File: src/core/dua_consts.svh
// Purpose: Shared constants of the dual serial port block.
// Assumes: Byte addresses on a 32-bit classic Wishbone slave.
// Notes: Included by its bare name; definitions only.
`ifndef DUA_CONSTS_SVH
`define DUA_CONSTS_SVH

// ****************************************************************
// Register byte offsets
// ****************************************************************
`define DUA_OFF_P_TXB 8'h00
`define DUA_OFF_P_RXB 8'h04
`define DUA_OFF_P_CTL 8'h08
`define DUA_OFF_P_OPT 8'h0c
`define DUA_OFF_S_TXB 8'h10
`define DUA_OFF_S_RXB 8'h14
`define DUA_OFF_S_CTL 8'h18
`define DUA_OFF_S_OPT 8'h1c
`define DUA_OFF_RATE_SRC 8'h20
`define DUA_OFF_TMR_HI 8'h24
`define DUA_OFF_P_REL 8'h28
`define DUA_OFF_S_REL 8'h2c
`define DUA_OFF_PWR 8'h30
`define DUA_OFF_STAT 8'h34

// ****************************************************************
// Field positions
// ****************************************************************
`define DUA_CTL_MODE_HI 7
`define DUA_CTL_MODE_LO 6
`define DUA_CTL_RX_EN 4
`define DUA_CTL_TX_NINTH 3
`define DUA_CTL_RX_NINTH 2
`define DUA_CTL_TX_DONE 1
`define DUA_CTL_RX_DONE 0
`define DUA_OPT_PAR_AUTO 0
`define DUA_OPT_PAR_ODD 1
`define DUA_OPT_TWO_STOP 2
`define DUA_OPT_FLOW 3
`define DUA_SRC_SEL 7
`define DUA_PWR_DBL 7

// ****************************************************************
// Reset values
// ****************************************************************
`define DUA_RST_MODE 2'b01
`define DUA_RST_OPT 4'h0
`define DUA_RST_REL 10'h000
`define DUA_RST_TMR 8'h00

// ****************************************************************
// Timing counts in ticks of sixteen per bit, rate factors and flow characters
// ****************************************************************
`define DUA_OVS_LAST 4'hf
`define DUA_MID_BIT 4'h7
`define DUA_TMR_FACT 16'd24
`define DUA_INT_FACT 16'd4
`define DUA_SEC_FACT 16'd2
`define DUA_FIX_DIV 16'd4
`define DUA_RANGE_INT 11'h400
`define DUA_RANGE_TMR 9'h100
`define DUA_XON 8'h11
`define DUA_XOFF 8'h13

`endif

File: src/core/dua_pkg.sv
// Purpose: Types shared by the dual serial port block.
// Assumes: Nothing beyond the header of constants.
// Notes: The receiver state type lives here.
package dua_pkg;

  // Receiver sequence: idle, start check, data sampling.
  typedef enum logic [1:0] {
    DUA_RX_IDLE,
    DUA_RX_START,
    DUA_RX_BITS
  } dua_rx_state_t;

endpackage : dua_pkg

File: src/core/dua_chan.sv
// Purpose: One serial port: rate counter, transmitter and receiver.
// Assumes: rxd_i is already synchronised to clk_i.
// Notes: The divisor counts clock cycles per sixteenth of a bit.
`timescale 1ns/1ns
`include "dua_consts.svh"

module dua_chan import dua_pkg::*; (
  input wire logic clk_i,
  input wire logic rst_b_i,
  input wire logic ce_i,
  input wire logic [15:0] div_i,
  input wire logic tx_load_i,
  input wire logic [7:0] tx_data_i,
  input wire logic tx_ninth_i,
  input wire logic nine_bit_i,
  input wire logic par_auto_i,
  input wire logic par_odd_i,
  input wire logic two_stop_i,
  input wire logic flow_en_i,
  input wire logic rx_en_i,
  input wire logic rxd_i,
  output logic txd_o,
  output logic tx_busy_o,
  output logic tx_done_o,
  output logic rx_done_o,
  output logic [7:0] rx_data_o,
  output logic rx_ninth_o
);

  // ****************************************************************
  // Rate counter
  // ****************************************************************
  logic [15:0] cnt_r;
  wire tick_w = (cnt_r >= (div_i - 16'd1));

  // Compare with >= so a smaller divisor written mid-count recovers.
  always_ff @(posedge clk_i or negedge rst_b_i) begin
    if (!rst_b_i) cnt_r <= 16'h0000;
    else if (ce_i) cnt_r <= tick_w ? 16'h0000 : cnt_r + 16'd1;
  end

  // ****************************************************************
  // Transmitter
  // ****************************************************************
  logic [11:0] tx_sh_r;
  logic [3:0] tx_left_r;
  logic [3:0] tx_ph_r;
  logic tx_pend_r;
  logic [7:0] tx_hold_r;
  logic tx_done_r;
  logic paused_r;

  // Frame packed LSB first; the spare top bits are stop-level ones.
  wire tx_idle_w = (tx_left_r == 4'h0);
  wire tx_start_w = tx_pend_r & tx_idle_w & ~paused_r & ~tx_load_i;
  wire ninth_w = par_auto_i ? (^tx_hold_r ^ par_odd_i) : tx_ninth_i;
  wire [11:0] frame_w = nine_bit_i ? {2'b11, ninth_w, tx_hold_r, 1'b0}
                                   : {3'b111, tx_hold_r, 1'b0};
  wire [3:0] frame_len_w = 4'd10 + {3'b000, nine_bit_i}
                                 + {3'b000, two_stop_i};
  wire tx_bit_end_w = tick_w & (tx_ph_r == `DUA_OVS_LAST) & ~tx_idle_w;

  // A write while busy is held and sent after the current frame.
  always_ff @(posedge clk_i or negedge rst_b_i) begin
    if (!rst_b_i) begin
      tx_hold_r <= 8'h00;
      tx_pend_r <= 1'b0;
    end else if (ce_i) begin
      if (tx_load_i) begin
        tx_hold_r <= tx_data_i;
        tx_pend_r <= 1'b1;
      end else if (tx_start_w) tx_pend_r <= 1'b0;
    end
  end

  // The shifter resets to ones, so its low bit is the idle-high line.
  always_ff @(posedge clk_i or negedge rst_b_i) begin
    if (!rst_b_i) begin
      tx_sh_r <= 12'hfff;
      tx_left_r <= 4'h0;
      tx_ph_r <= 4'h0;
      tx_done_r <= 1'b0;
    end else if (ce_i) begin
      tx_done_r <= tx_bit_end_w & (tx_left_r == 4'h1);
      if (tx_start_w) begin
        tx_sh_r <= frame_w;
        tx_left_r <= frame_len_w;
        tx_ph_r <= 4'h0;
      end else if (tick_w & ~tx_idle_w) begin
        tx_ph_r <= tx_ph_r + 4'h1;
        if (tx_bit_end_w) begin
          tx_sh_r <= {1'b1, tx_sh_r[11:1]};
          tx_left_r <= tx_left_r - 4'h1;
        end
      end
    end
  end

  assign txd_o = tx_sh_r[0];
  assign tx_busy_o = tx_pend_r | ~tx_idle_w;
  assign tx_done_o = tx_done_r;

  // ****************************************************************
  // Receiver
  // ****************************************************************
  dua_rx_state_t rx_st_r;
  logic [3:0] rx_ph_r;
  logic [3:0] rx_cnt_r;
  logic [9:0] rx_sh_r;
  logic [7:0] rx_data_r;
  logic rx_ninth_r;
  logic rx_done_r;

  wire [3:0] rx_len_w = nine_bit_i ? 4'd10 : 4'd9;
  wire [9:0] rx_sh_nxt = {rxd_i, rx_sh_r[9:1]};
  wire rx_mid_w = tick_w & (rx_ph_r == `DUA_OVS_LAST);
  wire rx_last_w = (rx_st_r == DUA_RX_BITS) & rx_mid_w &
                   (rx_cnt_r == rx_len_w - 4'd1);
  wire [7:0] rx_byte_w = nine_bit_i ? rx_sh_nxt[7:0] : rx_sh_nxt[8:1];

  // Start is confirmed at half a bit, then bits are taken every 16.
  always_ff @(posedge clk_i or negedge rst_b_i) begin
    if (!rst_b_i) begin
      rx_st_r <= DUA_RX_IDLE;
      rx_ph_r <= 4'h0;
      rx_cnt_r <= 4'h0;
      rx_sh_r <= 10'h3ff;
    end else if (ce_i) begin
      unique case (rx_st_r)
        DUA_RX_IDLE: begin
          if (rx_en_i & ~rxd_i) begin
            rx_st_r <= DUA_RX_START;
            rx_ph_r <= 4'h0;
          end
        end
        DUA_RX_START: begin
          if (tick_w) begin
            rx_ph_r <= rx_ph_r + 4'h1;
            if (rx_ph_r == `DUA_MID_BIT) begin
              rx_ph_r <= 4'h0;
              rx_cnt_r <= 4'h0;
              rx_st_r <= rxd_i ? DUA_RX_IDLE : DUA_RX_BITS;
            end
          end
        end
        DUA_RX_BITS: begin
          if (tick_w) rx_ph_r <= rx_ph_r + 4'h1;
          if (rx_mid_w) begin
            rx_sh_r <= rx_sh_nxt;
            rx_cnt_r <= rx_cnt_r + 4'h1;
            if (rx_last_w) rx_st_r <= DUA_RX_IDLE;
          end
        end
      endcase
    end
  end

  // Ninth place holds the stop bit in eight-bit framing.
  always_ff @(posedge clk_i or negedge rst_b_i) begin
    if (!rst_b_i) begin
      rx_data_r <= 8'h00;
      rx_ninth_r <= 1'b0;
      rx_done_r <= 1'b0;
    end else if (ce_i) begin
      rx_done_r <= rx_last_w;
      if (rx_last_w) begin
        rx_data_r <= rx_byte_w;
        rx_ninth_r <= nine_bit_i ? rx_sh_nxt[8] : rx_sh_nxt[9];
      end
    end
  end

  // Software flow control: a received stop character halts sending.
  always_ff @(posedge clk_i or negedge rst_b_i) begin
    if (!rst_b_i) paused_r <= 1'b0;
    else if (ce_i) begin
      if (!flow_en_i) paused_r <= 1'b0;
      else if (rx_last_w & (rx_byte_w == `DUA_XOFF)) paused_r <= 1'b1;
      else if (rx_last_w & (rx_byte_w == `DUA_XON)) paused_r <= 1'b0;
    end
  end

  assign rx_done_o = rx_done_r;
  assign rx_data_o = rx_data_r;
  assign rx_ninth_o = rx_ninth_r;

endmodule : dua_chan

File: src/core/dua_top.sv
// What this block does
// - One input, one output line; LSB first.
// - Transmitter shifts out least significant bit first.
// - Writing transmit buffer launches that port's frame.
// - Separate receive buffer holds each completed character.
// - Both ports run full duplex, independently.
// - Source bit picks timer or internal generator.
// - Timer rate: clock over 384(256-reload), doubled when the doubling bit is set.
// - Generator rates: 64 or 32 times (1024-reload).
// - Each generator reload is a ten-bit value.
// - Primary mode 1: eight data bits, variable rate.
// - Primary mode 2: nine bits, clock/32 or /64.
// - Primary mode 3: nine bits, variable rate.
// - Secondary mode 0: nine bits, generator rate.
// - Secondary mode 1: eight bits, generator rate.
// - Up to 38400 bit/s at 1.2288 MHz.
// - Parity on/off, sense, stop count, flow control.
// - Hardware sets done flags; software alone clears.
// - Primary reception only while receive enable set.
// - Ninth bit sent from control, received into status.
//
// Purpose: Dual serial port with rate generators behind Wishbone.
// Assumes: Classic Wishbone, 32-bit data, 20 MHz processor clock.
// Notes: Rates follow the clock on clk_i; all outputs are registered.
`timescale 1ns/1ns
`include "dua_consts.svh"

module dua_top import dua_pkg::*; (
  input wire logic clk_i,
  input wire logic rst_b_i,
  input wire logic ce_i,
  input wire logic wb_cyc_i,
  input wire logic wb_stb_i,
  input wire logic wb_we_i,
  input wire logic [7:0] wb_adr_i,
  input wire logic [3:0] wb_sel_i,
  input wire logic [31:0] wb_dat_i,
  output logic [31:0] wb_dat_o,
  output logic wb_ack_o,
  input wire logic prim_rxd_i,
  output logic prim_txd_o,
  input wire logic sec_rxd_i,
  output logic sec_txd_o
);

  // ****************************************************************
  // Pin synchronisers
  // ****************************************************************
  logic prim_rx_s1_r;
  logic prim_rx_s2_r;
  logic sec_rx_s1_r;
  logic sec_rx_s2_r;

  // Reset to the idle-high level so no false start after reset.
  always_ff @(posedge clk_i or negedge rst_b_i) begin
    if (!rst_b_i) begin
      prim_rx_s1_r <= 1'b1;
      prim_rx_s2_r <= 1'b1;
      sec_rx_s1_r <= 1'b1;
      sec_rx_s2_r <= 1'b1;
    end else if (ce_i) begin
      prim_rx_s1_r <= prim_rxd_i;
      prim_rx_s2_r <= prim_rx_s1_r;
      sec_rx_s1_r <= sec_rxd_i;
      sec_rx_s2_r <= sec_rx_s1_r;
    end
  end

  // ****************************************************************
  // Bus decode
  // ****************************************************************
  logic ack_r;
  logic [31:0] dat_r;

  // A write takes effect on the edge where ack is seen high.
  wire acc_w = wb_cyc_i & wb_stb_i;
  wire wr_w = acc_w & wb_we_i & ack_r;
  wire wr0_w = wr_w & wb_sel_i[0];
  wire wr1_w = wr_w & wb_sel_i[1];
  wire [7:0] wadr_w = {wb_adr_i[7:2], 2'b00};
  wire [7:0] wd_w = wb_dat_i[7:0];

  wire hit_ptxb_w = (wadr_w == `DUA_OFF_P_TXB);
  wire hit_prxb_w = (wadr_w == `DUA_OFF_P_RXB);
  wire hit_pctl_w = (wadr_w == `DUA_OFF_P_CTL);
  wire hit_popt_w = (wadr_w == `DUA_OFF_P_OPT);
  wire hit_stxb_w = (wadr_w == `DUA_OFF_S_TXB);
  wire hit_srxb_w = (wadr_w == `DUA_OFF_S_RXB);
  wire hit_sctl_w = (wadr_w == `DUA_OFF_S_CTL);
  wire hit_sopt_w = (wadr_w == `DUA_OFF_S_OPT);
  wire hit_src_w = (wadr_w == `DUA_OFF_RATE_SRC);
  wire hit_tmr_w = (wadr_w == `DUA_OFF_TMR_HI);
  wire hit_prel_w = (wadr_w == `DUA_OFF_P_REL);
  wire hit_srel_w = (wadr_w == `DUA_OFF_S_REL);
  wire hit_pwr_w = (wadr_w == `DUA_OFF_PWR);
  wire hit_stat_w = (wadr_w == `DUA_OFF_STAT);

  // ****************************************************************
  // Control registers
  // ****************************************************************
  logic [1:0] prim_mode_r;
  logic prim_rx_en_r;
  logic prim_tx_ninth_r;
  logic [3:0] prim_opt_r;
  logic sec_mode_r;
  logic sec_rx_en_r;
  logic sec_tx_ninth_r;
  logic [3:0] sec_opt_r;
  logic rate_src_r;
  logic [7:0] tmr_hi_r;
  logic [9:0] prim_rel_r;
  logic [9:0] sec_rel_r;
  logic dbl_rate_r;

  // Plain software-owned bits; the reload high bits use byte lane 1.
  always_ff @(posedge clk_i or negedge rst_b_i) begin
    if (!rst_b_i) begin
      prim_mode_r <= `DUA_RST_MODE;
      prim_rx_en_r <= 1'b0;
      prim_tx_ninth_r <= 1'b0;
      prim_opt_r <= `DUA_RST_OPT;
      sec_mode_r <= 1'b1;
      sec_rx_en_r <= 1'b0;
      sec_tx_ninth_r <= 1'b0;
      sec_opt_r <= `DUA_RST_OPT;
    end else if (ce_i) begin
      if (wr0_w & hit_pctl_w) begin
        prim_mode_r <= {wd_w[`DUA_CTL_MODE_HI],
                        wd_w[`DUA_CTL_MODE_LO]};
        prim_rx_en_r <= wd_w[`DUA_CTL_RX_EN];
        prim_tx_ninth_r <= wd_w[`DUA_CTL_TX_NINTH];
      end
      if (wr0_w & hit_popt_w) prim_opt_r <= wd_w[3:0];
      if (wr0_w & hit_sctl_w) begin
        sec_mode_r <= wd_w[`DUA_CTL_MODE_HI];
        sec_rx_en_r <= wd_w[`DUA_CTL_RX_EN];
        sec_tx_ninth_r <= wd_w[`DUA_CTL_TX_NINTH];
      end
      if (wr0_w & hit_sopt_w) sec_opt_r <= wd_w[3:0];
    end
  end

  // Rate registers.
  always_ff @(posedge clk_i or negedge rst_b_i) begin
    if (!rst_b_i) begin
      rate_src_r <= 1'b0;
      tmr_hi_r <= `DUA_RST_TMR;
      prim_rel_r <= `DUA_RST_REL;
      sec_rel_r <= `DUA_RST_REL;
      dbl_rate_r <= 1'b0;
    end else if (ce_i) begin
      if (wr0_w & hit_src_w) rate_src_r <= wd_w[`DUA_SRC_SEL];
      if (wr0_w & hit_tmr_w) tmr_hi_r <= wd_w;
      if (wr0_w & hit_prel_w) prim_rel_r[7:0] <= wd_w;
      if (wr1_w & hit_prel_w) prim_rel_r[9:8] <= wb_dat_i[9:8];
      if (wr0_w & hit_srel_w) sec_rel_r[7:0] <= wd_w;
      if (wr1_w & hit_srel_w) sec_rel_r[9:8] <= wb_dat_i[9:8];
      if (wr0_w & hit_pwr_w) dbl_rate_r <= wd_w[`DUA_PWR_DBL];
    end
  end

  // ****************************************************************
  // Rate divisors, clock cycles per sixteenth of a bit
  // ****************************************************************
  // The sixteenfold oversampling divides out of 384, 64 and 32 exactly,
  // so every rate of the formulas is met with no rounding error.
  wire [10:0] prim_gap_w = `DUA_RANGE_INT - {1'b0, prim_rel_r};
  wire [10:0] sec_gap_w = `DUA_RANGE_INT - {1'b0, sec_rel_r};
  wire [8:0] tmr_gap_w = `DUA_RANGE_TMR - {1'b0, tmr_hi_r};
  wire [15:0] prim_int_w = {5'b00000, prim_gap_w} * `DUA_INT_FACT;
  wire [15:0] tmr_div_w = {7'b0000000, tmr_gap_w} * `DUA_TMR_FACT;
  wire [15:0] prim_var_w = rate_src_r ? prim_int_w : tmr_div_w;
  wire prim_fixed_w = (prim_mode_r == 2'b10);
  wire [15:0] prim_base_w = prim_fixed_w ? `DUA_FIX_DIV : prim_var_w;
  wire [15:0] prim_div_w = prim_base_w >> dbl_rate_r;
  // The secondary port has no timer path and no doubling.
  wire [15:0] sec_div_w = {5'b00000, sec_gap_w} * `DUA_SEC_FACT;

  // ****************************************************************
  // Port controls
  // ****************************************************************
  // Mode 00 of the primary port is unused: sending and reception stay off.
  wire prim_on_w = (prim_mode_r != 2'b00);
  wire prim_nine_w = prim_mode_r[1];
  wire sec_nine_w = ~sec_mode_r;
  wire prim_load_w = wr0_w & hit_ptxb_w & prim_on_w;
  wire sec_load_w = wr0_w & hit_stxb_w;
  wire prim_rx_on_w = prim_rx_en_r & prim_on_w;

  // ****************************************************************
  // Serial ports
  // ****************************************************************
  logic prim_busy_w;
  logic prim_tdone_w;
  logic prim_rdone_w;
  logic [7:0] prim_rdata_w;
  logic prim_rninth_w;
  logic sec_busy_w;
  logic sec_tdone_w;
  logic sec_rdone_w;
  logic [7:0] sec_rdata_w;
  logic sec_rninth_w;

  // Two independent instances, so both ports run full duplex at once.
  dua_chan u_prim (
    .clk_i(clk_i),
    .rst_b_i(rst_b_i),
    .ce_i(ce_i),
    .div_i(prim_div_w),
    .tx_load_i(prim_load_w),
    .tx_data_i(wd_w),
    .tx_ninth_i(prim_tx_ninth_r),
    .nine_bit_i(prim_nine_w),
    .par_auto_i(prim_opt_r[`DUA_OPT_PAR_AUTO]),
    .par_odd_i(prim_opt_r[`DUA_OPT_PAR_ODD]),
    .two_stop_i(prim_opt_r[`DUA_OPT_TWO_STOP]),
    .flow_en_i(prim_opt_r[`DUA_OPT_FLOW]),
    .rx_en_i(prim_rx_on_w),
    .rxd_i(prim_rx_s2_r),
    .txd_o(prim_txd_o),
    .tx_busy_o(prim_busy_w),
    .tx_done_o(prim_tdone_w),
    .rx_done_o(prim_rdone_w),
    .rx_data_o(prim_rdata_w),
    .rx_ninth_o(prim_rninth_w)
  );

  dua_chan u_sec (
    .clk_i(clk_i),
    .rst_b_i(rst_b_i),
    .ce_i(ce_i),
    .div_i(sec_div_w),
    .tx_load_i(sec_load_w),
    .tx_data_i(wd_w),
    .tx_ninth_i(sec_tx_ninth_r),
    .nine_bit_i(sec_nine_w),
    .par_auto_i(sec_opt_r[`DUA_OPT_PAR_AUTO]),
    .par_odd_i(sec_opt_r[`DUA_OPT_PAR_ODD]),
    .two_stop_i(sec_opt_r[`DUA_OPT_TWO_STOP]),
    .flow_en_i(sec_opt_r[`DUA_OPT_FLOW]),
    .rx_en_i(sec_rx_en_r),
    .rxd_i(sec_rx_s2_r),
    .txd_o(sec_txd_o),
    .tx_busy_o(sec_busy_w),
    .tx_done_o(sec_tdone_w),
    .rx_done_o(sec_rdone_w),
    .rx_data_o(sec_rdata_w),
    .rx_ninth_o(sec_rninth_w)
  );

  // ****************************************************************
  // Status flags
  // ****************************************************************
  logic prim_tdone_r;
  logic prim_rdone_r;
  logic prim_rninth_r;
  logic sec_tdone_r;
  logic sec_rdone_r;
  logic sec_rninth_r;

  // Writing 0 clears a flag, writing 1 leaves it; a set in the same
  // cycle wins, so no completion is ever lost to a racing clear.
  wire pclr_w = wr0_w & hit_pctl_w;
  wire sclr_w = wr0_w & hit_sctl_w;
  wire prim_tdone_nxt = prim_tdone_w |
         (prim_tdone_r & ~(pclr_w & ~wd_w[`DUA_CTL_TX_DONE]));
  wire prim_rdone_nxt = prim_rdone_w |
         (prim_rdone_r & ~(pclr_w & ~wd_w[`DUA_CTL_RX_DONE]));
  wire prim_rninth_nxt = prim_rdone_w ? prim_rninth_w :
         (prim_rninth_r & ~(pclr_w & ~wd_w[`DUA_CTL_RX_NINTH]));
  wire sec_tdone_nxt = sec_tdone_w |
         (sec_tdone_r & ~(sclr_w & ~wd_w[`DUA_CTL_TX_DONE]));
  wire sec_rdone_nxt = sec_rdone_w |
         (sec_rdone_r & ~(sclr_w & ~wd_w[`DUA_CTL_RX_DONE]));
  wire sec_rninth_nxt = sec_rdone_w ? sec_rninth_w :
         (sec_rninth_r & ~(sclr_w & ~wd_w[`DUA_CTL_RX_NINTH]));

  // Flag registers.
  always_ff @(posedge clk_i or negedge rst_b_i) begin
    if (!rst_b_i) begin
      prim_tdone_r <= 1'b0;
      prim_rdone_r <= 1'b0;
      prim_rninth_r <= 1'b0;
      sec_tdone_r <= 1'b0;
      sec_rdone_r <= 1'b0;
      sec_rninth_r <= 1'b0;
    end else if (ce_i) begin
      prim_tdone_r <= prim_tdone_nxt;
      prim_rdone_r <= prim_rdone_nxt;
      prim_rninth_r <= prim_rninth_nxt;
      sec_tdone_r <= sec_tdone_nxt;
      sec_rdone_r <= sec_rdone_nxt;
      sec_rninth_r <= sec_rninth_nxt;
    end
  end

  // ****************************************************************
  // Read path
  // ****************************************************************
  wire [7:0] pctl_w = {prim_mode_r, 1'b0, prim_rx_en_r, prim_tx_ninth_r,
                       prim_rninth_r, prim_tdone_r, prim_rdone_r};
  wire [7:0] sctl_w = {sec_mode_r, 2'b00, sec_rx_en_r, sec_tx_ninth_r,
                       sec_rninth_r, sec_tdone_r, sec_rdone_r};
  // Transmit buffers are write-only and read as zero, like any hole.
  wire [31:0] rd_w =
    hit_prxb_w ? {24'h000000, prim_rdata_w} :
    hit_pctl_w ? {24'h000000, pctl_w} :
    hit_popt_w ? {28'h0000000, prim_opt_r} :
    hit_srxb_w ? {24'h000000, sec_rdata_w} :
    hit_sctl_w ? {24'h000000, sctl_w} :
    hit_sopt_w ? {28'h0000000, sec_opt_r} :
    hit_src_w ? {24'h000000, rate_src_r, 7'h00} :
    hit_tmr_w ? {24'h000000, tmr_hi_r} :
    hit_prel_w ? {22'h000000, prim_rel_r} :
    hit_srel_w ? {22'h000000, sec_rel_r} :
    hit_pwr_w ? {24'h000000, dbl_rate_r, 7'h00} :
    hit_stat_w ? {30'h00000000, sec_busy_w, prim_busy_w} :
    32'h00000000;

  // Ack one cycle after the request, dropped the cycle after it rose.
  always_ff @(posedge clk_i or negedge rst_b_i) begin
    if (!rst_b_i) begin
      ack_r <= 1'b0;
      dat_r <= 32'h00000000;
    end else if (ce_i) begin
      ack_r <= acc_w & ~ack_r;
      if (acc_w & ~ack_r) dat_r <= rd_w;
    end
  end

  assign wb_ack_o = ack_r;
  assign wb_dat_o = dat_r;

endmodule : dua_top

File: config.mk
export PLATFORM = sky130hd
export DESIGN_NAME = dua_top
export DESIGN_NICKNAME = d
export VERILOG_FILES = /design/src/core/dua_pkg.sv /design/src/core/dua_chan.sv /design/src/core/dua_top.sv
export VERILOG_INCLUDE_DIRS = /design/src /design/src/core
export SDC_FILE = /design/constraint.sdc
export NUM_CORES = 1
export LEC_CHECK = 0
export ABC_AREA = 1
export BUFFER_PORTS_ARGS = -buffer_cell sky130_fd_sc_hd__buf_4
export CORE_ASPECT_RATIO = 0.5
export CORE_MARGIN = 2
export CORE_UTILIZATION = 50
export CTS_CLUSTER_DIAMETER = 80
export DETAILED_ROUTE_END_ITERATION = 10
export GPL_ROUTABILITY_DRIVEN = 0
export PLACE_DENSITY = 0.7
export SLEW_MARGIN = 20
export SYNTH_ARGS = -nofsm -noshare
export SYNTH_HDL_FRONTEND = slang
export SYNTH_SLANG_ARGS = --single-unit
File: constraint.sdc
create_clock -name clk_i -period 4.3 [get_ports clk_i]
set_input_delay 0 -clock clk_i [delete_from_list [all_inputs] [get_ports clk_i]]
set_output_delay 0 -clock clk_i [all_outputs]
set_load 0.05 [all_outputs]
==> flow_summary_export.csv, run 1 <==
group,metric,value,unit
clock_network,root_buffer,"clkbuf_16",
clock_network,htreeDepth,1,
synthesis,synth_compound_area_share,13.1,%
sta,period_share,96.4,%
critical_path,worstSetupEndpointType,"register",
final_layout,antenna_cells,0,
drt,final_antenna_net_count,0,
pwr,power.density,338,nW/um^2
critical_path,slowest_delay,0.42,ns
synthesis,syn_area,12700,sq um
place,dpl.hpwl,22300,um
final_layout,drive_above_1_share,19.2,%
synthesis,synth_top_family_by_area,"simple AND/OR/NAND/NOR gates",
global_route,overflow,0,
sta,period_minus_slack,4.15,ns
global_route,track_usage,23.2,%
drt,drt_iter0_markers,870,
drt,viasPerCell,5.23,
sta,skew,0.0179,ns
synthesis,syn_avg_cell_area,7.66,sq um
sta,setup_tns,0,ns
critical_path,worstPathArrival,4.60,ns
synthesis,synth_fa_ha_area_share,6.28,%
sta,slew_violations,0,
global_route,grt_start_max_net_pins,116,
global_route,grt_pass1_wl,50100,um
synthesis,yosysTopAreaCellShare,33.4,%
global_route,grt_pass1_vias,10074,
synthesis,yosys_most_used_dff,"dfrtp_1",
clock_network,clk_pin_slew,0.06,ns
place,postPlaceCellArea,13800,sq um
place,io_buffers,38,
floorplan,die_w,230,um
synthesis,synth-edff-count,0,
synthesis,synth_area_leaders,"dfrtp_1 33%, nand2_1 13%, dfstp_2 9.1%",
drt,dr.pass1.iters,5,
sta,rsz0062_at_grt,"true",
critical_path,crit_top_cell,"nand2_1",
synthesis,yosysWarningCount,0,
clock_network,cts_sinks,214,
global_route,antenna_found_initial,0,
sta,hold_violations,0,
synthesis,synthMuxAreaShare,0,%
place,dp_cells,2076,
drt,wire_per_inst,14.7,um
drt,totalWireLength,31600,um
final_layout,finish.utilization,61.1,%
sta,setup_slack,0.153,ns
status,outcome,"finished clean",
synthesis,synth-xor-area-share,4.05,%
final_layout,final_cell_area,15400,sq um
floorplan,dieArea,26900,sq um
synthesis,yosysUniqueCellTypes,46,
critical_path,worstPathRequired,4.75,ns
floorplan,coreArea,25100,sq um
drt,drc,0,
critical_path,slowest_stage,"dfrtp_1",
clock_network,cts-buffers-inserted,22,
critical_path,cp-start-kind,"register",
sta,tightest_slew,0.888,ns
job,drv_cap,0,
synthesis,syn_inst,1665,
synthesis,async_flop_share,100,%
clock_network,worstSkewPairLatency,0.53,ns
synthesis,synth_area_leader_cell,"dfrtp_1",
sta,max_freq,0.241,GHz
final_layout,finalNetCount,1902,
floorplan,fp.dieH,117,um
synthesis,ys_ff_latch,214,
drt,dr_total_vias,11230,
pwr,irDropWorstVdd,200,uV
clock_network,clockBufferDepth,3,
floorplan,rows,41,
floorplan,ios,87,
worst_hold_path,hold_class,"input port to register",
critical_path,crit_fanout,8,
final_layout,finalNonFillerCells,2146,
synthesis,synth-seq-area-share,42.4,%
place,pre_cts_slack,-0.121,ns
critical_path,path_class,"register to register",
final_layout,area_growth,20.5,%
clock_network,cts_tree,"built",
sta,maxSlewHeadroom,40.8,%
synthesis,synth_simple_gate_area_share,26.1,%
pwr,p_leak,7.28,nW
sta,setup_violations,0,
floorplan,initial_core_util,50.7,%
## critical path: cells and delay by family, from the launching register on
kind	cells	cell delay, ns
DFF	1	0.42
buffers and inverters	4	0.42
AOI/OAI and AO/OA	2	0.37
xor gates and xnor gates	1	0.26
adders and majority gates	2	0.62
and+or+nand+nor	21	1.96
## routing by layer
layer | routed length, um | track usage [%] | vias to the layer above
li1 | - | - | 5670
met1 | 15500 | 33.4 | 5279
met2 | 13800 | 36.6 | 239
met3 | 1730 | 4.87 | 42
met4 | 569 | 4.60 | 0
met5 | 0 | 0 | -
## metrics by stage
step	power (mW)	hold WS [ns]
final	5.19	0.0402
after global routing	5.46	0.0342
after CTS	5.15	0.0106
after detailed placement	3.26	0.142
after global placement	3.25	0.135
after floorplan	3.00	-0.296
## synthesized netlist by cell type, types with 3 or more instances
cell       number
nor3_2          3
nand2_1       432
a31oi_1        19
a21oi_1        68
o31ai_1         6
nor2_1        147
ha_1           64
xor2_1         34
dfstp_2        44
o2111ai_1       4
o21ai_0       175
clkbuf_1       30
dfrtp_1       170
nand3_2         3
inv_1         183
buf_4          23
nand4_1        25
nor4_1          3
inv_2           8
nand3_1        85
nor2_2          4
o22ai_1         9
nor3b_1         8
o211ai_1       10
nor3_1         25
o21a_1          3
nand3b_1        9
o21ai_1         3
xnor2_1        25
nand2_2        14
a221oi_1        5
nor2_4          5
## power breakdown
| part | switching [mW] | internal (mW) |
|---|---|---|
| sequential | 0.161 | 2.23 |
| combinational | 0.570 | 0.352 |
| clock | 0.821 | 1.06 |
## cell usage in the layout, fill, tap and decap left out, drive strengths merged, types with 3 or more instances in the layout
cell type    Yosys  routed
nand4           25      25
clkinv           2       4
nor3b            8       8
o21ai          179     179
nor4             3       3
ha              64      64
nor3            28      28
o31ai            6       6
o21a             3       3
nor2           156     156
dfrtp          170     170
a221oi           5       5
o211ai          10      10
xor2            34      34
conb             1      22
inv            191     191
dfstp           44      44
a31oi           19      19
buf             25     114
o2111ai          4       4
xnor2           25      25
nand3b           9       9
dlygate4sd3      0      17
o22ai            9       9
clkbuf          30      36
a21oi           68      68
nand3           89      89
nand2          447     447
## timing repair
item | CTS | global route
endpoints found under the setup margin | 41 | 114
resized for setup | 5 | 156
hold buffers | 17 | 0
setup buffers | 0 | 12
pin swaps | 0 | 62
gates cloned | 0 | 2
hold endpoints to repair | 132 | 0
## registers in the layout, indices dropped and copies added (netlist names), 9 cells and up
name,count
u_sec.tx_sh_r,10
prim_rel_r,10
u_sec.cnt_r,16
u_prim.cnt_r,16
u_sec.rx_sh_r,9
u_prim.rx_sh_r,9
sec_rel_r,10
u_prim.tx_sh_r,10
wb_dat_o,10
## final cells by class
class                      instances  area (sq um)
fill                            2205          9770
multi-input combinational       1224          6990
sequential                       214          5410
timing repair buffer             131          1100
inverter                         193           732
clock buffer                      36           663
tap                              344           430
clock inverter                     4          36.3
## cell families after synthesis
group                    count (synthesis)
other                                    1
AND/OR/NAND/NOR                        772
buffers and inverters                  248
flip-flops                             214
AO/OA/AOI/OAI                          307
XOR/XNOR                                59
adder cells (fa/ha/maj)                 64
## worst paths after layout
check	start	end	slack (ns)	cells after the start
worst max-delay path	tmr_hi_r[3]	u_prim.tx_sh_r[5]	0.15	30
worst min-delay path	wb_we_i	sec_rel_r[9]	0.04	5
worst max register to register	tmr_hi_r[3]	u_prim.tx_sh_r[5]	0.15	30
worst min register to register	prim_rx_s1_r	prim_rx_s1_r	0.46	2
max in group asynchronous	rst_b_i	u_prim.cnt_r[15]	3.12	3
min in group asynchronous	rst_b_i	u_sec.rx_ph_r[2]	0.10	2
(Power assumes the default switching activity.)
==> run 2: changes to the inputs <==
Settings changed: PLACE_DENSITY 0.7 to default, PLACE_DENSITY_LB_ADDON from default to 0.3.
==> run 2 against run 1 <==
  * Maximum frequency fell by 0.91%
  * Hold slack got worse by 0.0099 ns
  * Wire length rose by 1.5%
  * Sequential cell count unchanged
  * Via count up 0.97%
  * Critical endpoint is now u_prim.paused_r
  * Design area up 0.12%
  * Core utilization is 0.075 points higher
  * Combinational power is 2.3% higher
  * Critical path depth is 1 lower
==> flow_summary_export.csv, run 2 (same netlist as run 1, synthesis figures left out) <==
group,metric,value,unit
global_route,grt_pass1_vias,10405,
final_layout,n_fill_cell,2215,
critical_path,worstPathArrival,4.66,ns
place,io_buffers,38,
final_layout,mostFrequentLayoutCell,"nand2_1",
pwr,irDropWorstVdd,196,uV
pwr,power.density,343,nW/um^2
sta,setup_tns,0,ns
sta,max_freq,0.239,GHz
critical_path,r2r_slack,0.11,ns
clock_network,clockBufferDepth,3,
clock_network,cts-buffers-inserted,22,
clock_network,clk_pin_slew,0.06,ns
pwr,p_leak,7.33,nW
place,dp_cells,2072,
pwr,finalPower,5.27,mW
clock_network,worstSkewPairLatency,0.54,ns
floorplan,coreArea,25100,sq um
worst_hold_path,hold_class,"input port to register",
drt,dr.pass1.iters,5,
drt,drc,0,
critical_path,cp-start-kind,"register",
final_layout,top_regs,"u_prim.cnt_r x16, u_sec.cnt_r x16",
clock_network,htreeDepth,1,
critical_path,critical_path.endpoint,"u_prim.paused_r",
floorplan,rows,41,
clock_network,root_buffer,"clkbuf_16",
critical_path,cp-startpoint,"tmr_hi_r[1]",
sta,slew_violations,0,
critical_path,slowest_delay,0.41,ns
final_layout,finalNonFillerCells,2159,
sta,tightest_slew,1.01,ns
final_layout,multi_input_area,6890,sq um
floorplan,ios,87,
status,outcome,"finished clean",
sta,hold_violations,0,
critical_path,r2r_start,"tmr_hi_r[1]",
final_layout,layout_common_cells,"398 x nand2_1, 170 x inv_1, 169 x o21ai_0, 169 x dfrtp_1, 129 x nor2_1",
global_route,grt_start_max_net_pins,136,
final_layout,finalNetCount,1915,
drt,dr_total_vias,11339,
global_route,antenna_found_initial,0,
critical_path,crit_top_cell,"nand2_1",
drt,final_antenna_net_count,0,
critical_path,r2r_cells,29,
global_route,overflow,0,
floorplan,dieArea,26900,sq um
final_layout,area_growth,20.7,%
final_layout,drive_above_1_share,19.1,%
critical_path,slowest_stage,"dfrtp_1",
place,dpl.hpwl,22400,um
clock_network,cts_tree,"built",
sta,period_share,97.3,%
sta,rsz0062_at_grt,"true",
sta,skew,0.0205,ns
critical_path,crit_fanout,6,
drt,drt_iter0_markers,793,
floorplan,die_w,230,um
floorplan,fp.dieH,117,um
final_layout,antenna_cells,0,
drt,totalWireLength,32100,um
clock_network,cts_sinks,214,
critical_path,path_class,"register to register",
final_layout,seq_area,5410,sq um
global_route,track_usage,23.9,%
sta,fin_hold_ws,0.0303,ns
job,drv_cap,0,
sta,maxSlewHeadroom,32.9,%
floorplan,initial_core_util,50.7,%
critical_path,worstReg2RegEnd,"u_prim.paused_r",
critical_path,worstSetupEndpointType,"register",
global_route,grt_pass1_wl,52000,um
sta,setup_violations,0,
drt,wire_per_inst,14.9,um
drt,viasPerCell,5.25,
critical_path,worstPathRequired,4.77,ns
sta,period_minus_slack,4.19,ns
## run 2: changes by cell type in the layout (fill, tap and decap cells not counted), moves of 3 or more
cell	previous run	this run
a31oi_4	6	0
dlygate4sd3_1	17	27
nor2_1	132	129
buf_4	103	108
nor2_2	14	18
a31oi_1	13	19
nand3_1	65	68
buf_12	4	0
o21ai_1	13	7
o21ai_0	163	169
## run 2: power by group
part / switching (mW) / total (mW) / leakage [nW] / internal (mW)
Combinational: 0.573 / 0.944 / 4.29 / 0.372
Sequential: 0.162 / 2.39 / 2.69 / 2.23
Clock: 0.833 / 1.94 / 0.347 / 1.11
## run 2: per-layer routing
metal / track usage (%) / up-vias / share of wire (%)
met5: 0 / - / 0
met3: 4.00 / 40 / 5.5
met2: 37.3 / 258 / 44
li1: - / 5695 / -
met4: 3.96 / 0 / 1.5
met1: 35.5 / 5346 / 49
## run 2: how the worst min path moves through the flow
stage                             endpoint  cells past startpoint   startpoint  slack (ns)
after floorplan                 dbl_rate_r                      0      rst_b_i       -0.30
after global placement    u_sec.rx_ph_r[1]                      1      rst_b_i        0.20
after detailed placement  u_sec.rx_ph_r[1]                      1      rst_b_i        0.19
after CTS                     sec_rel_r[8]                      4  wb_sel_i[1]        0.02
after global routing          sec_rel_r[8]                      4  wb_sel_i[1]        0.05
final                         sec_rel_r[8]                      4  wb_sel_i[1]        0.03
## run 2: final cells by class
class                   count  share of cell area, %
flip-flops and latches    214                   35.2
clock inverters             4                  0.496
inverters                 193                   4.76
well taps                 344                   2.80
multi-input cells        1224                   44.8
repair buffers            144                   7.73
clock buffers              36                   4.24
## run 2: worst max-delay path: cells and delay by family, from the launching register on
family                   cells  cell delay [ns]
AND/OR/NAND/NOR             18             1.93
adder cells (fa/ha/maj)      2             0.61
buffers and inverters        5             0.57
AO/OA/AOI/OAI                3             0.50
flip-flops                   1             0.41
XOR/XNOR                     1             0.10
## run 2: through the flow
stage | setup slack [ns] | area, sq um | util, %
3_3_place_gp | 0.0232 | 13700 | 54.5
3_5_place_dp | -0.111 | 13700 | 54.5
4_1_cts | 0.0152 | 14700 | 58.5
6_report | 0.115 | 15400 | 61.2
2_1_floorplan | 0.158 | 12800 | -
5_1_grt | -0.135 | 15400 | 61.2
## run 2: repair_timing
| item | in CTS | in global routing |
|---|---|---|
| pin swaps | 0 | 51 |
| hold buffers | 27 | 0 |
| gates cloned | 0 | 2 |
| hold endpoints to repair | 158 | 0 |
| endpoints found under the setup margin | 44 | 112 |
| buffers inserted | 0 | 18 |
| resized for setup | 4 | 141 |
==> run 3: changes to the inputs <==
Settings changed: ABC_AREA 1 to default, GPL_TIMING_DRIVEN from default to 0.
==> run 3 against run 2 <==
  * The run now ends with negative setup slack left
  * Global-route usage is 2.1 points higher
  * Combinational power is 6.8% lower
  * Critical path depth is 2 lower
  * Die area is 5.2% higher
  * Sequential cell count stayed put
  * Hold slack worse by 0.022 ns
  * Final cell count is 9.4% lower
  * Maximum frequency is 23% lower
  * Clock power is 2% higher
  * Largest power group unchanged
  * Highest routed layer is now met5
==> flow_summary_export.csv, run 3 <==
group,metric,value,unit
status,outcome,"complete, but fails checks",
status,violations,"negative setup slack",
critical_path,crit_fanout,7,
sta,setup_slack,-1.14,ns
pwr,finalPower,5.22,mW
synthesis,yosys.cell_count.top_type,"dfrtp_1",
critical_path,cp-start-kind,"register",
sta,slew_violations,0,
final_layout,antenna_cells,0,
final_layout,area_growth,23.0,%
clock_network,clockBufferDepth,3,
clock_network,clk_pin_slew,0.06,ns
synthesis,yosys_most_used_dff,"dfrtp_1",
global_route,overflow,0,
floorplan,fp.dieH,120,um
sta,max_freq,0.184,GHz
synthesis,ys_ff_latch,214,
final_layout,layout_common_cells,"163 x dfrtp_1, 131 x nor2_1, 123 x nand2_1",
drt,drt_iter0_markers,1098,
critical_path,path_class,"register to register",
floorplan,rows,42,
clock_network,cts_sinks,214,
drt,wire_per_inst,18.9,um
final_layout,finish.utilization,62.5,%
floorplan,dieArea,28300,sq um
sta,maxSlewHeadroom,17.1,%
floorplan,coreArea,26400,sq um
synthesis,yosysWarningCount,0,
place,dpl.hpwl,26100,um
synthesis,synth-edff-count,0,
drt,viasPerCell,5.93,
final_layout,mostFrequentLayoutCell,"dfrtp_1",
synthesis,synth_area_leader_cell,"dfrtp_1",
final_layout,final_cell_area,16500,sq um
synthesis,syn_avg_cell_area,9.33,sq um
synthesis,synth-seq-area-share,40.3,%
sta,period_share,126,%
place,postPlaceCellArea,14500,sq um
floorplan,ios,87,
synthesis,syn_inst,1440,
synthesis,async_flop_share,100,%
synthesis,syn_area,13400,sq um
drt,totalWireLength,37100,um
floorplan,initial_core_util,50.8,%
sta,hold_violations,0,
worst_hold_path,hold_class,"input port to async pin",
global_route,track_usage,26.0,%
pwr,power.density,316,nW/um^2
clock_network,cts_tree,"built",
sta,setup_violations,65,
place,io_buffers,34,
clock_network,cts-buffers-inserted,21,
final_layout,top_regs,"u_prim.cnt_r x16, u_sec.cnt_r x16",
global_route,antenna_found_initial,1,
sta,tightest_slew,1.23,ns
drt,drc,0,
global_route,grt_pass1_wl,58800,um
sta,skew,0.0163,ns
drt,dr.pass1.iters,7,
clock_network,worstSkewPairLatency,0.52,ns
synthesis,yosysUniqueCellTypes,90,
synthesis,synth_area_leaders,"dfrtp_1 32%, dfstp_2 8.6%, mux2_2 6.5%",
pwr,irDropWorstVdd,234,uV
final_layout,finalNetCount,1705,
global_route,grt_start_max_net_pins,86,
final_layout,drive_above_1_share,27.0,%
floorplan,die_w,236,um
pwr,p_leak,7.46,nW
sta,period_minus_slack,5.44,ns
sta,rsz0062_at_grt,"true",
synthesis,yosysTopAreaCellShare,31.7,%
global_route,grt_pass1_vias,11292,
sta,setup_tns,-65.90,ns
clock_network,root_buffer,"clkbuf_16",
critical_path,worstPathArrival,5.86,ns
critical_path,worstPathRequired,4.72,ns
clock_network,htreeDepth,1,
synthesis,synthTopCellsByCount,"170 x dfrtp_1, 142 x nand2_1, 137 x nor2_1, 94 x o21ai_0, 77 x mux2_2",
drt,dr_total_vias,11598,
job,drv_cap,0,
critical_path,worstSetupEndpointType,"register",
drt,final_antenna_net_count,0,
run 3: changes by cell type after synthesis, moves of 15 or more:
cell | previous run | this run
xnor2_1 | 25 | 46
o21ai_0 | 175 | 94
nand2b_1 | 0 | 22
mux2i_1 | 0 | 48
mux2_2 | 0 | 77
a21o_1 | 2 | 17
inv_1 | 183 | 52
nand2_1 | 432 | 142
and3_1 | 2 | 21
clkbuf_1 | 30 | 49
nand3_1 | 85 | 47
run 3: final timing paths:
kind                            slack, ns  cells after the start                 to               from
worst max-delay path                -1.14                     27  u_prim.rx_ph_r[3]        tmr_hi_r[0]
max in group asynchronous            3.09                      4   u_sec.tx_sh_r[4]            rst_b_i
worst min register to register       0.47                      2  u_prim.tx_sh_r[2]  u_prim.tx_sh_r[2]
worst min-delay path                0.008                      2  u_prim.rx_ph_r[0]            rst_b_i
worst max register to register      -1.14                     27  u_prim.rx_ph_r[3]        tmr_hi_r[0]
min in group clk_i                   0.04                      5        sec_rdone_r        wb_adr_i[6]
run 3: logic make-up (layout without fill, tap and decap cells):
kind of cell               after synthesis  after routing  synth area share [%]
and+or+nand+nor                        510            510                  18.5
AOI/OAI and AO/OA                      304            304                  14.9
DFF                                    214            214                  40.3
buffers and inverters                  138            281                  4.66
muxes                                  125            125                  10.0
xor gates and xnor gates                84             84                  5.65
adders and majority gates               64             64                  5.96
other                                    1             22                0.0279
run 3: final cells by class:
class / count / area [sq um]
clock inverters: 9 / 131
repair buffers: 111 / 1010
inverters: 53 / 204
well taps: 352 / 440
fillers: 2050 / 9920
multi-input cells: 1109 / 8190
flip-flops and latches: 214 / 5420
plain buffers: 79 / 514
clock buffers: 29 / 606
run 3: repair_timing:
item,in CTS,in global routing
buffers inserted,45,15
endpoints found under the setup margin,127,121
endpoints found under the hold margin,146,0
hold buffers,14,0
pin swaps,47,41
cloned,2,0
gates resized for setup,102,75
run 3: critical path, cell delays in order, from the launching register on:
cell and delay (ns):
dfrtp_1 0.39, buf_6 0.13, inv_4 0.06, ha_4 0.14
buf_8 0.12, buf_4 0.14, nand3_1 0.12, xnor2_2 0.18
ha_2 0.23, or2_2 0.30, a311o_1 0.29, o211ai_2 0.21
xnor2_1 0.14, o21a_1 0.21, or2_2 0.32, a211oi_4 0.23
buf_4 0.15, xnor2_2 0.06, ha_1 0.32, nand2_2 0.07
nor4_4 0.26, a2bb2oi_4 0.10, buf_12 0.16, nand2_4 0.07
o211ai_1 0.08, buf_4 0.20, or4_1 0.51, o211ai_1 0.11
run 3: power by group:
part           leakage [nW]  total (mW)  internal (mW)  switching, mW
Combinational          4.42       0.880          0.353          0.527
Sequential             2.68        2.36           2.21          0.150
Clock                 0.353        1.98           1.17          0.807
run 3: layer usage:
metal | vias to the layer above | part of all wire, % | global-route usage (%)
met5 | - | 0.035 | 0
li1 | 5385 | - | -
met3 | 79 | 7.7 | 5.06
met4 | 2 | 2.9 | 7.88
met2 | 443 | 46 | 43.1
met1 | 5689 | 43 | 34.6
run 3: through the flow:
step / worst slack (ns) / hold WS [ns] / instances
4_1_cts: -1.15 / 0.00789 / 1942
6_report: -1.14 / 0.00798 / 1956
5_1_grt: -1.38 / 0.0450 / 1956
2_1_floorplan: -0.972 / -0.296 / 1461
3_5_place_dp: -2.03 / -0.0301 / 1849
3_3_place_gp: -1.82 / 0.236 / 1847
